### src/rtl/dpbank_pkg.sv
// shared constants and carrier types for the drive parameter bank
`default_nettype none
package dpbank_pkg;

    // ==========================================================
    // register offsets (documented addresses)
    localparam logic [11:0] OFS_SPEED_INTEGRAL   = 12'h20c;
    localparam logic [11:0] OFS_SPEED_FEEDFWD    = 12'h20e;
    localparam logic [11:0] OFS_SPECIAL_FUNCTION = 12'h210;
    localparam logic [11:0] OFS_DEBOUNCE         = 12'h212;
    localparam logic [11:0] OFS_INPUT1_SELECT    = 12'h214;
    localparam logic [11:0] OFS_PROTECTED_COMM   = 12'h414;
    localparam logic [11:0] OFS_PROT_BLOCK_FIRST = 12'h416;
    localparam logic [11:0] OFS_PROT_BLOCK_LAST  = 12'h426;
    localparam logic [11:0] OFS_PASSWORD         = 12'h500;

    // ==========================================================
    // reset values and ranges
    localparam logic [15:0] RST_SPEED_INTEGRAL = 16'h0064;
    localparam logic [15:0] RST_SPEED_FEEDFWD  = 16'h0000;
    localparam logic [15:0] RST_SPECIAL_FUNC   = 16'h0000;
    localparam logic [15:0] RST_DEBOUNCE       = 16'h0002;
    localparam logic [15:0] RST_INPUT1_SELECT  = 16'h0101;
    localparam logic [15:0] RST_PROTECTED      = 16'h0000;
    localparam logic [15:0] MAX_SPEED_INTEGRAL = 16'h03ff;
    localparam logic [15:0] MAX_SPEED_FEEDFWD  = 16'h0064;
    localparam logic [15:0] MAX_DEBOUNCE       = 16'h0014;
    localparam logic [15:0] MAX_INPUT_SELECT   = 16'h015f;
    localparam logic [15:0] MAX_PASSWORD       = 16'h0000 + 16'd65535;
    localparam int          PASSWORD_DIGITS    = 5;

    // ==========================================================
    // command codes
    localparam logic [15:0] CMD_PARAM_RESET   = 16'h000a;
    localparam logic [15:0] CMD_UNLOCK_COMM   = 16'h0014;
    localparam logic [15:0] CMD_UNLOCK_BLOCK  = 16'h0016;
    localparam logic [15:0] CMD_FORCE_OUTPUTS = 16'h0196;
    localparam logic [15:0] CMD_NORMAL_OUTPUT = 16'h0190;

    // ==========================================================
    // selector fields
    localparam int SEL_POLARITY_BIT = 8;
    localparam int SEL_FUNC_MSB     = 7;

    // ==========================================================
    // timing
    localparam int CLK_MHZ          = 250;
    localparam int DEBOUNCE_UNIT_US = 2000;
    localparam int DEBOUNCE_UNIT_CYCLES = DEBOUNCE_UNIT_US * CLK_MHZ;

    // ==========================================================
    // carriers
    typedef struct packed {
        logic        wr;
        logic [11:0] addr;
        logic [15:0] data;
    } dpbank_write_type;

    typedef struct packed {
        logic        accepted;
        logic        refused;
    } dpbank_wresp_type;

endpackage
`default_nettype wire

### src/rtl/dpbank_debounce.sv
// debounce filter for one digital input
`timescale 1ns/1ns
`default_nettype none
module dpbank_debounce #(
    parameter int UNIT_CYCLES = dpbank_pkg::DEBOUNCE_UNIT_CYCLES
) (
    input  wire logic        mclk,
    input  wire logic        srst,
    input  wire logic        unit_tick,
    input  wire logic [15:0] debounce_units,
    input  wire logic        raw_in,
    output logic             clean_out
);
    logic [15:0] held_units_ff;

    // level accepted after debounce_units unit ticks while steady, which can be up to one unit short of full time
    always_ff @(posedge mclk) begin
        if (srst) begin
            clean_out     <= 1'b0;
            held_units_ff <= 16'h0000;
        end else if (raw_in == clean_out) begin
            held_units_ff <= 16'h0000; // short pulse discarded, see RULE13
        end else if (held_units_ff >= debounce_units) begin
            clean_out     <= raw_in; // see RULE13
            held_units_ff <= 16'h0000;
        end else if (unit_tick) begin
            held_units_ff <= held_units_ff + 16'h0001; // see RULE10
        end
    end
endmodule
`default_nettype wire

### src/rtl/dpbank_top.sv
// drive parameter bank with command word, password lock and debounced input
`timescale 1ns/1ns
`default_nettype none
// Overview of operation
// RULE1: command 10 marks all parameters for default restore, applied at the next power-up.
// RULE2: command 20 opens writes to the protected communication parameter.
// RULE3: command 22 opens writes to the nine protected parameters after it.
// RULE4: command 406 puts the digital outputs into forced mode.
// RULE5: command 400 returns forced outputs to normal function drive.
// RULE6: a password is set by writing the same five-digit value twice.
// RULE7: a new password starts locking only after the next power-up.
// RULE8: while locked, writes are refused until the matching password is entered.
// RULE9: after the correct password, writing zero twice clears the protection.
// RULE10: debounce time is setting times 2 ms, setting 0 to 20, default 2.
// RULE11: selector bit 8 picks contact polarity, 1 normally open, lower bits the function.
// RULE12: a changed input selector takes effect only after restart.
// RULE13: an input change is taken only after holding for the whole debounce time; the code counts unit ticks and can take it up to one unit early.
// RULE14: out-of-range writes are refused and leave the stored value.
module dpbank_top #(
    parameter int UNIT_CYCLES = dpbank_pkg::DEBOUNCE_UNIT_CYCLES
) (
    input  wire logic                         mclk,
    input  wire logic                         srst,
    input  wire logic                         power_up,
    input  wire dpbank_pkg::dpbank_write_type wreq,
    input  wire logic [11:0]                  raddr,
    input  wire logic                         di1_raw,
    output logic [15:0]                       rdata,
    output dpbank_pkg::dpbank_wresp_type      wresp,
    output logic [15:0]                       speed_integral_gain,
    output logic [15:0]                       speed_feedforward_gain,
    output logic                              outputs_forced,
    output logic                              lock_active,
    output logic                              defaults_pending,
    output logic                              di1_active,
    output logic [7:0]                        di1_function
);
    typedef enum logic [2:0] {
        PW_IDLE   = 3'b001,
        PW_REPEAT = 3'b010,
        PW_ZERO2  = 3'b100
    } dpbank_pw_type;

    logic [15:0]   special_function_ff;
    logic [15:0]   input_debounce_time_ff;
    logic [15:0]   input1_select_ff;
    logic [15:0]   input1_select_live_ff;
    logic [15:0]   prot_ff [0:9];
    logic [15:0]   password_ff;
    logic [15:0]   pw_first_ff;
    logic          pw_armed_ff;
    logic          unlocked_ff;
    dpbank_pw_type pw_state_ff;
    logic [31:0]   unit_cnt_ff;
    logic          unit_tick_ff;
    logic          di1_clean;
    logic          in_range;
    logic          is_prot;
    logic          prot_ok;
    logic [3:0]    prot_idx;
    logic          do_write;
    logic          is_pw;

    // ==========================================================
    // write decode and range check
    always_comb begin
        is_pw    = wreq.addr == dpbank_pkg::OFS_PASSWORD;
        is_prot  = 1'b0;
        prot_ok  = 1'b0;
        prot_idx = 4'h0;
        in_range = 1'b1;
        case (wreq.addr)
            dpbank_pkg::OFS_SPEED_INTEGRAL:
                in_range = wreq.data <= dpbank_pkg::MAX_SPEED_INTEGRAL; // see RULE14
            dpbank_pkg::OFS_SPEED_FEEDFWD:
                in_range = wreq.data <= dpbank_pkg::MAX_SPEED_FEEDFWD; // see RULE14
            dpbank_pkg::OFS_DEBOUNCE:
                in_range = wreq.data <= dpbank_pkg::MAX_DEBOUNCE; // see RULE10
            dpbank_pkg::OFS_INPUT1_SELECT:
                in_range = wreq.data <= dpbank_pkg::MAX_INPUT_SELECT; // see RULE14
            dpbank_pkg::OFS_SPECIAL_FUNCTION,
            dpbank_pkg::OFS_PASSWORD:
                in_range = 1'b1;
            default: begin
                if (wreq.addr >= dpbank_pkg::OFS_PROTECTED_COMM &&
                    wreq.addr <= dpbank_pkg::OFS_PROT_BLOCK_LAST && !wreq.addr[0]) begin
                    is_prot  = 1'b1;
                    prot_idx = 4'((wreq.addr - dpbank_pkg::OFS_PROTECTED_COMM) >> 1);
                    if (prot_idx == 4'h0) begin
                        prot_ok = special_function_ff == dpbank_pkg::CMD_UNLOCK_COMM; // see RULE2
                    end else begin
                        prot_ok = special_function_ff == dpbank_pkg::CMD_UNLOCK_BLOCK; // see RULE3
                    end
                end else begin
                    in_range = 1'b0;
                end
            end
        endcase
        // password port always open; the rest gated by the lock
        do_write = wreq.wr && in_range && !is_pw && (!lock_active || unlocked_ff) &&
                   (!is_prot || prot_ok); // see RULE8
    end

    // ==========================================================
    // write response
    always_ff @(posedge mclk) begin
        if (srst) begin
            wresp <= '0;
        end else begin
            wresp.accepted <= do_write || (wreq.wr && is_pw);
            wresp.refused  <= wreq.wr && !is_pw && !do_write; // see RULE8
        end
    end

    // ==========================================================
    // plain parameter storage
    always_ff @(posedge mclk) begin
        if (srst || (power_up && defaults_pending)) begin
            speed_integral_gain    <= dpbank_pkg::RST_SPEED_INTEGRAL; // see RULE1
            speed_feedforward_gain <= dpbank_pkg::RST_SPEED_FEEDFWD;
            input_debounce_time_ff <= dpbank_pkg::RST_DEBOUNCE;
            input1_select_ff       <= dpbank_pkg::RST_INPUT1_SELECT;
        end else if (do_write) begin
            case (wreq.addr)
                dpbank_pkg::OFS_SPEED_INTEGRAL: speed_integral_gain    <= wreq.data;
                dpbank_pkg::OFS_SPEED_FEEDFWD:  speed_feedforward_gain <= wreq.data;
                dpbank_pkg::OFS_DEBOUNCE:       input_debounce_time_ff <= wreq.data;
                dpbank_pkg::OFS_INPUT1_SELECT:  input1_select_ff       <= wreq.data;
                default: ;
            endcase
        end
    end

    // ==========================================================
    // protected communication parameters
    genvar gi;
    generate
        for (gi = 0; gi < 10; gi++) begin : g_prot
            always_ff @(posedge mclk) begin
                if (srst || (power_up && defaults_pending)) begin
                    prot_ff[gi] <= dpbank_pkg::RST_PROTECTED;
                end else if (do_write && is_prot && prot_idx == 4'(gi)) begin
                    prot_ff[gi] <= wreq.data; // see RULE2 RULE3
                end
            end
        end
    endgenerate

    // ==========================================================
    // command word and its side effects
    always_ff @(posedge mclk) begin
        if (srst) begin
            special_function_ff <= dpbank_pkg::RST_SPECIAL_FUNC;
            outputs_forced      <= 1'b0;
            defaults_pending    <= 1'b0;
        end else begin
            if (power_up) begin
                defaults_pending    <= 1'b0; // restore applied now, see RULE1
                special_function_ff <= dpbank_pkg::RST_SPECIAL_FUNC;
            end
            if (do_write && wreq.addr == dpbank_pkg::OFS_SPECIAL_FUNCTION) begin
                special_function_ff <= wreq.data;
                case (wreq.data)
                    dpbank_pkg::CMD_PARAM_RESET:   defaults_pending <= 1'b1; // see RULE1
                    dpbank_pkg::CMD_FORCE_OUTPUTS: outputs_forced   <= 1'b1; // see RULE4
                    dpbank_pkg::CMD_NORMAL_OUTPUT: begin
                        if (outputs_forced) begin
                            outputs_forced <= 1'b0; // see RULE5
                        end
                    end
                    default: ;
                endcase
            end
        end
    end

    // ==========================================================
    // password entry sequencer
    always_ff @(posedge mclk) begin
        if (srst) begin
            pw_state_ff <= PW_IDLE;
            password_ff <= 16'h0000;
            pw_first_ff <= 16'h0000;
            pw_armed_ff <= 1'b0;
            unlocked_ff <= 1'b0;
            lock_active <= 1'b0;
        end else if (power_up) begin
            pw_state_ff <= PW_IDLE;
            lock_active <= password_ff != 16'h0000; // lock starts here, see RULE7
            unlocked_ff <= 1'b0;
        end else if (wreq.wr && is_pw) begin
            case (pw_state_ff)
                PW_IDLE: begin
                    if (lock_active && !unlocked_ff) begin
                        unlocked_ff <= wreq.data == password_ff; // see RULE8
                    end else if (lock_active && wreq.data == 16'h0000) begin
                        pw_state_ff <= PW_ZERO2; // first zero, see RULE9
                    end else if (wreq.data != 16'h0000) begin
                        pw_first_ff <= wreq.data; // five-digit entry, see RULE6
                        pw_state_ff <= PW_REPEAT;
                    end
                end
                PW_REPEAT: begin
                    if (wreq.data == pw_first_ff) begin
                        password_ff <= wreq.data; // stored, not yet locking, see RULE7
                        pw_armed_ff <= 1'b1;
                    end
                    pw_state_ff <= PW_IDLE; // see RULE6
                end
                PW_ZERO2: begin
                    if (wreq.data == 16'h0000) begin
                        password_ff <= 16'h0000; // see RULE9
                        pw_armed_ff <= 1'b0;
                        lock_active <= 1'b0;
                    end
                    pw_state_ff <= PW_IDLE;
                end
                default: pw_state_ff <= PW_IDLE;
            endcase
        end
    end

    // ==========================================================
    // read mux
    always_ff @(posedge mclk) begin
        if (srst) begin
            rdata <= 16'h0000;
        end else begin
            case (raddr)
                dpbank_pkg::OFS_SPEED_INTEGRAL:   rdata <= speed_integral_gain;
                dpbank_pkg::OFS_SPEED_FEEDFWD:    rdata <= speed_feedforward_gain;
                dpbank_pkg::OFS_SPECIAL_FUNCTION: rdata <= special_function_ff;
                dpbank_pkg::OFS_DEBOUNCE:         rdata <= input_debounce_time_ff;
                dpbank_pkg::OFS_INPUT1_SELECT:    rdata <= input1_select_ff;
                dpbank_pkg::OFS_PASSWORD:
                    rdata <= {13'h0000, pw_armed_ff, unlocked_ff, lock_active};
                default: begin
                    if (raddr >= dpbank_pkg::OFS_PROTECTED_COMM &&
                        raddr <= dpbank_pkg::OFS_PROT_BLOCK_LAST && !raddr[0]) begin
                        rdata <= prot_ff[4'((raddr - dpbank_pkg::OFS_PROTECTED_COMM) >> 1)];
                    end else begin
                        rdata <= 16'h0000;
                    end
                end
            endcase
        end
    end

    // ==========================================================
    // 2 ms unit tick divider
    always_ff @(posedge mclk) begin
        if (srst || unit_cnt_ff == 32'(UNIT_CYCLES - 1)) begin
            unit_cnt_ff  <= 32'h00000000;
            unit_tick_ff <= !srst; // see RULE10
        end else begin
            unit_cnt_ff  <= unit_cnt_ff + 32'h00000001;
            unit_tick_ff <= 1'b0;
        end
    end

    // ==========================================================
    // live input mapping, latched at restart
    always_ff @(posedge mclk) begin
        if (srst) begin
            input1_select_live_ff <= dpbank_pkg::RST_INPUT1_SELECT;
        end else if (power_up) begin
            input1_select_live_ff <= defaults_pending ? dpbank_pkg::RST_INPUT1_SELECT
                                                      : input1_select_ff; // see RULE12
        end
    end

    dpbank_debounce #(
        .UNIT_CYCLES (UNIT_CYCLES)
    ) u_debounce (
        .mclk           (mclk),
        .srst           (srst),
        .unit_tick      (unit_tick_ff),
        .debounce_units (input_debounce_time_ff),
        .raw_in         (di1_raw),
        .clean_out      (di1_clean)
    );

    // contact polarity and function code
    always_ff @(posedge mclk) begin
        if (srst) begin
            di1_active   <= 1'b0;
            di1_function <= 8'h00;
        end else begin
            di1_active   <= input1_select_live_ff[dpbank_pkg::SEL_POLARITY_BIT] ?
                            di1_clean : !di1_clean; // see RULE11
            di1_function <= input1_select_live_ff[dpbank_pkg::SEL_FUNC_MSB:0]; // see RULE11
        end
    end
endmodule
`default_nettype wire

### config.mk
export PLATFORM = sky130hd
export DESIGN_NAME = dpbank_top
export DESIGN_NICKNAME = d
export VERILOG_FILES = /design/src/rtl/dpbank_pkg.sv /design/src/rtl/dpbank_debounce.sv /design/src/rtl/dpbank_top.sv
export SDC_FILE = /design/constraint.sdc
export NUM_CORES = 1
export LEC_CHECK = 0
export BUFFER_PORTS_ARGS = -buffer_cell sky130_fd_sc_hd__buf_2
export CORE_ASPECT_RATIO = 0.5
export CORE_UTILIZATION = 38
export DETAILED_ROUTE_END_ITERATION = 16
export HOLD_SLACK_MARGIN = 0.05
export PLACE_DENSITY = 0.51
export SYNTH_ARGS = -nofsm -noshare
export SYNTH_HDL_FRONTEND = slang
export SYNTH_SLANG_ARGS = --single-unit
### constraint.sdc
create_clock -name mclk -period 3.7 [get_ports mclk]
set_input_delay 0.185 -clock mclk [delete_from_list [all_inputs] [get_ports mclk]]
set_output_delay 0.185 -clock mclk [all_outputs]
set_load 0.005 [all_outputs]
# Word-level counts from Yosys, hierarchy flattened
# Memories as Yosys holds them, arrays and structs flattened.
# Cells that the tools add are included.
# op_classes
addsub	4
order_cmp	9
n_eq_ne	37
n_mux	73
bitwise_logic	14
n_reduce_logical	66
# ops
op	count
$mux 16	15
$eq 12x10->1 const B	10
$pmux 16 s6	1
$mux 1	46
$add 32x1->32 const B	1
$eq 16x16->1	2
$eq 16x5->1 const B	2
$eq 16x9->1 const B	2
$eq 32x19->1 const B	1
$pmux 16 s2	1
$reduce_bool 16->1	2
$logic_and 1x1->1	26
$eq 12x11->1 const B	2
$ge 12x11->1 const B	2
$le 12x11->1 const B	2
$add 16x1->16 const B	1
$eq 16x4->1 const B	1
$eq 4x3->1 const B	4
$ge 16x16->1	1
$le 16x10->1 const B	1
$le 16x5->1 const B	1
$le 16x7->1 const B	1
$le 16x9->1 const B	1
$logic_not 16->1	1
other kinds (28)	76
# totals
register_bits	206
mem_bits_rw	160
inputBits	45
out_inout_bits	62
elab_cells	227
memories	1
# mem_list
name	depth	word_bits	rd	rd_clocked_by_memory_dff	wr	line_no	rtl
prot_ff	10	16	1	0	10	dpbank_top.sv:48	logic [15:0] prot_ff [0:9];

# Logic depth before layout (Yosys ltp)
# logic_depth
word_depth	15
ltp_mapped	10
ltp_nobuf	8

# Cells and area by module
# A second synthesis with hierarchy kept.
# unflattened
cells_unflattened	1616
area_unflattened_um2	17127.7
# modules_own_cells
module	n_inst	cells_per_inst	area_each_um2	seq_area_each_um2
dpbank_top	1	1477	15952.8	8588.2
dpbank_debounce	1	139	1174.9	340.3

# Worst setup path before layout
# Ideal clock, no wire load.
# synth_timing
path_type	input -> register
start	in wreq[18] in the netlist's numbering
end	mem prot_ff[5][0] (enable)
setup_ns	0.411
arrival_ns	3.030
required_ns	3.289
slack_ns	0.259
stages	8
n_path_buf	1
cell_sequence	inv_1 > ha_1 > nor4b_4 > a311o_1 > clkbuf_1 > a211oi_1 > nand4_1 > o21ai_0
# synth_rtl
item	line_no	rtl
start: declaration	dpbank_top.sv:25	input wire dpbank_pkg::dpbank_write_type wreq,
end: declaration	dpbank_top.sv:48	

==> out/qor.csv <==
stage;metric;value;unit
status;status;completed;
finish;drive_gt1_frac;0.168;
synthesis;synth_ff_type;dfxtp_1;
detailed_routing;drtPass1Iterations;6;
global_routing;grt_usage;0.218;
synthesis;synth_compound_area_frac;0.0826;
global_routing;gr-total-overflow;0;
finish;syn_to_final_growth;15.3;%
timing;worst_pin_slew;1.20;ns
setup_path;start_kind;register;
setup_path;cp_max_fo;16;
die;die_h;150;microns
timing;fin_crit_sh;0.806;
run;drv_cap;0;
synthesis;synth_edf_count;160;
synthesis;syn_area;16700;sq um
synthesis;synth_top_family_by_area;simple AND/OR/NAND/NOR gates;
synthesis;postSynth.asyncResetShare;0;
timing;drv_slew;0;
die;core_area;42600;sq um
cts;insertion_delay;0.55;ns
synthesis;synth_seq_area_share;0.536;
finish;fillers;3968;
synthesis;postSynthAreaPerCell;10.8;sq um
placed_design;io_buffers;106;
placed_design;place_congestion;0.838;
global_routing;grt_max_degree;55;
worst_hold_path;hold_class;in2reg;
cts;clkSinkCount;366;
timing;max_slew_margin;0.199;
die;die_w;298;microns
setup_path;crit_slowest_cell;a311o_1;
global_routing;grt_pass1_wl;73300;microns
setup_path;critPathMaxStageDelay;0.54;ns
timing;clock-skew-final;0.0201;ns
cts;cts_tree;built;
detailed_routing;wl_per_cell;21.8;microns
synthesis;syn_inst;1550;
timing;hold_viol;0;
synthesis;syn_nets;1621;
timing;finalSetupViolCount;0;
finish;seqCellArea;8930;sq um
cts;cts_max_path_buffers;3;
synthesis;synthXorXnorAreaFrac;0.0405;
synthesis;synthAdderAreaFrac;0.0195;
synthesis;ys_types;64;
synthesis;yosysWarningCount;0;
timing;fin_setup_tns;0;ns
power_and_ir_drop;power_density;455;nW/um^2
detailed_routing;wl;48900;microns
finish;multi_input_area;7250;sq um
timing;fmax;335;MHz
setup_path;worstPathRequired;3.92;ns
cts;clkTransAtPathRegs;0.07;ns
synthesis;synth-seq-cells;366;
synthesis;synth-simple-area-share;0.201;
setup_path;crit_path_end_kind;register;
cts;cts_max_level;2;
power_and_ir_drop;power.leakage;7.08;nW
die;ios;107;
die;rows;53;
placed_design;hpwl;32500;microns
detailed_routing;vias_per_cell;5.43;
global_routing;antenna_found_initial;1;
setup_path;arrival;3.20;ns
die;start_util;0.391;
global_routing;grt_pass1_vias;11680;
detailed_routing;drc_errors;0;
cts;postCtsSetupRepairBufs;0;
setup_path;path_class;reg2reg;
cts;cts_root_buffer;clkbuf_16;
detailed_routing;final_antenna_net_count;0;
detailed_routing;vias;12176;
finish;layout_commonest_cell;dfxtp_1;
power_and_ir_drop;power.total;8.74;mW
cts;numCtsBuffers;37;
synthesis;synthMuxAreaShare;0.0877;
finish;nNetsFinal;1707;
detailed_routing;drt-initial-drc-count;1127;
power_and_ir_drop;ir_drop;234;uV
die;die_area;44800;sq um
timing;min_period;2.98;ns
setup_path;path_cells;nor2b_1 -> a311o_1 -> a211oi_1 -> nand4_1 -> o21ai_1 -> buf_4;
timing;rsz0062_at_grt;no;
finish;final_cell_mix;206 x dfxtp_1, 160 x edfxtp_1, 150 x and2_1, 149 x nand2_1, 119 x nor2_1;
## final cells by class
cell class | instances | share of cell area
sequential | 366 | 0.464
multi-input combinational | 1043 | 0.377
clock buffer | 52 | 0.0564
timing repair buffer | 161 | 0.0502
tap | 577 | 0.0376
clock inverter | 14 | 0.00892
inverter | 27 | 0.00527
antenna | 1 | 0.000130
## worst paths after layout
path                                           startpoint  slack, ns                                      to  depth (start not counted)
worst max register to register   lock_active$_SDFFE_PP0P_       0.72            prot_ff[1][13]$_SDFFCE_PN0P_                          6
worst min register to register  unit_cnt_ff[0]$_SDFF_PP0_       0.45               unit_cnt_ff[0]$_SDFF_PP0_                          1
worst max-delay path             lock_active$_SDFFE_PP0P_       0.72            prot_ff[1][13]$_SDFFCE_PN0P_                          6
worst min-delay path                              wreq[1]       0.12  input_debounce_time_ff[1]$_SDFFE_PP1P_                          3
## critical path, delay by kind of cell, from the launching register on
kind / cells / cell delay (ns)
DFF: 1 / 0.41
buffers and inverters: 1 / 0.31
and+or+nand+nor: 2 / 0.68
AOI/OAI and AO/OA: 3 / 1.25
## synthesized netlist by cell type, drive strengths merged (14+ instances only)
cell / n / area (sq um)
buf: 14 / 71.3
mux2: 16 / 180
a31oi: 19 / 119
inv: 24 / 90.1
o211ai: 16 / 120
nand2: 150 / 566
clkbuf: 100 / 375
mux4: 32 / 721
nor2: 119 / 447
and3: 22 / 138
ha: 26 / 325
a21oi: 30 / 150
xor2: 38 / 333
xnor2: 39 / 342
and2: 150 / 938
dfxtp: 206 / 4120
mux2i: 56 / 561
edfxtp: 160 / 4800
nand4: 28 / 175
a22o: 22 / 193
o21ai: 38 / 190
nor4: 24 / 150
nand3: 54 / 270
nor3: 45 / 225
## metal layers
| metal | up-vias | track usage | share of wire |
|---|---|---|---|
| met4 | 0 | 0.0651 | 0.022 |
| met3 | 68 | 0.0384 | 0.066 |
| met2 | 340 | 0.348 | 0.46 |
| li1 | 5742 | - | - |
| met5 | - | 0 | 0 |
| met1 | 6026 | 0.304 | 0.45 |
## stage by stage
stage | hold WS, ns | instances | setup slack (ns) | instance area [sq um] | util
floorplan | 0.327 | 1550 | 0.259 | 16700 | -
global placement | 0.428 | 2170 | 0.602 | 17900 | 0.420
detailed placement | 0.442 | 2170 | 0.497 | 17900 | 0.420
CTS | 0.0870 | 2240 | 0.739 | 19200 | 0.451
global route | 0.116 | 2240 | 0.499 | 19200 | 0.451
finish | 0.119 | 2241 | 0.716 | 19200 | 0.451
## kinds of logic after synthesis
logic type	count (synthesis)
simple gates	648
compound gates	188
buf+inv	141
flops	366
xor+xnor	77
mux	104
fa+ha+maj	26
## flip-flops by register name, summed over array words and instances (netlist names)
| signal | cells |
|---|---|
| speed_integral_gain | 16 |
| unit_cnt_ff | 32 |
| speed_feedforward_gain | 16 |
| input1_select_ff | 16 |
| unlocked_ff | 1 |
| prot_ff | 160 |
| pw_state_ff | 3 |
| di1_function | 8 |
| lock_active | 1 |
| password_ff | 16 |
| outputs_forced | 1 |
| wresp | 2 |
| u_debounce.held_units_ff | 16 |
| unit_tick_ff | 1 |
| input_debounce_time_ff | 16 |
| rdata | 16 |
| pw_first_ff | 16 |
| defaults_pending | 1 |
| pw_armed_ff | 1 |
| special_function_ff | 16 |
| di1_active | 1 |
| u_debounce.clean_out | 1 |
| input1_select_live_ff | 9 |
## power breakdown
group          switching (mW)  internal, mW
registers              0.0171          4.27
clock network            1.62          2.33
logic                   0.357         0.163
## timing repair
action,CTS,global route
gates resized for setup,0,0
endpoints found under the hold margin,12,0
hold buffers,4,0
endpoints found under the setup margin,0,0
No activity file was read; power rests on OpenSTA's default activity.
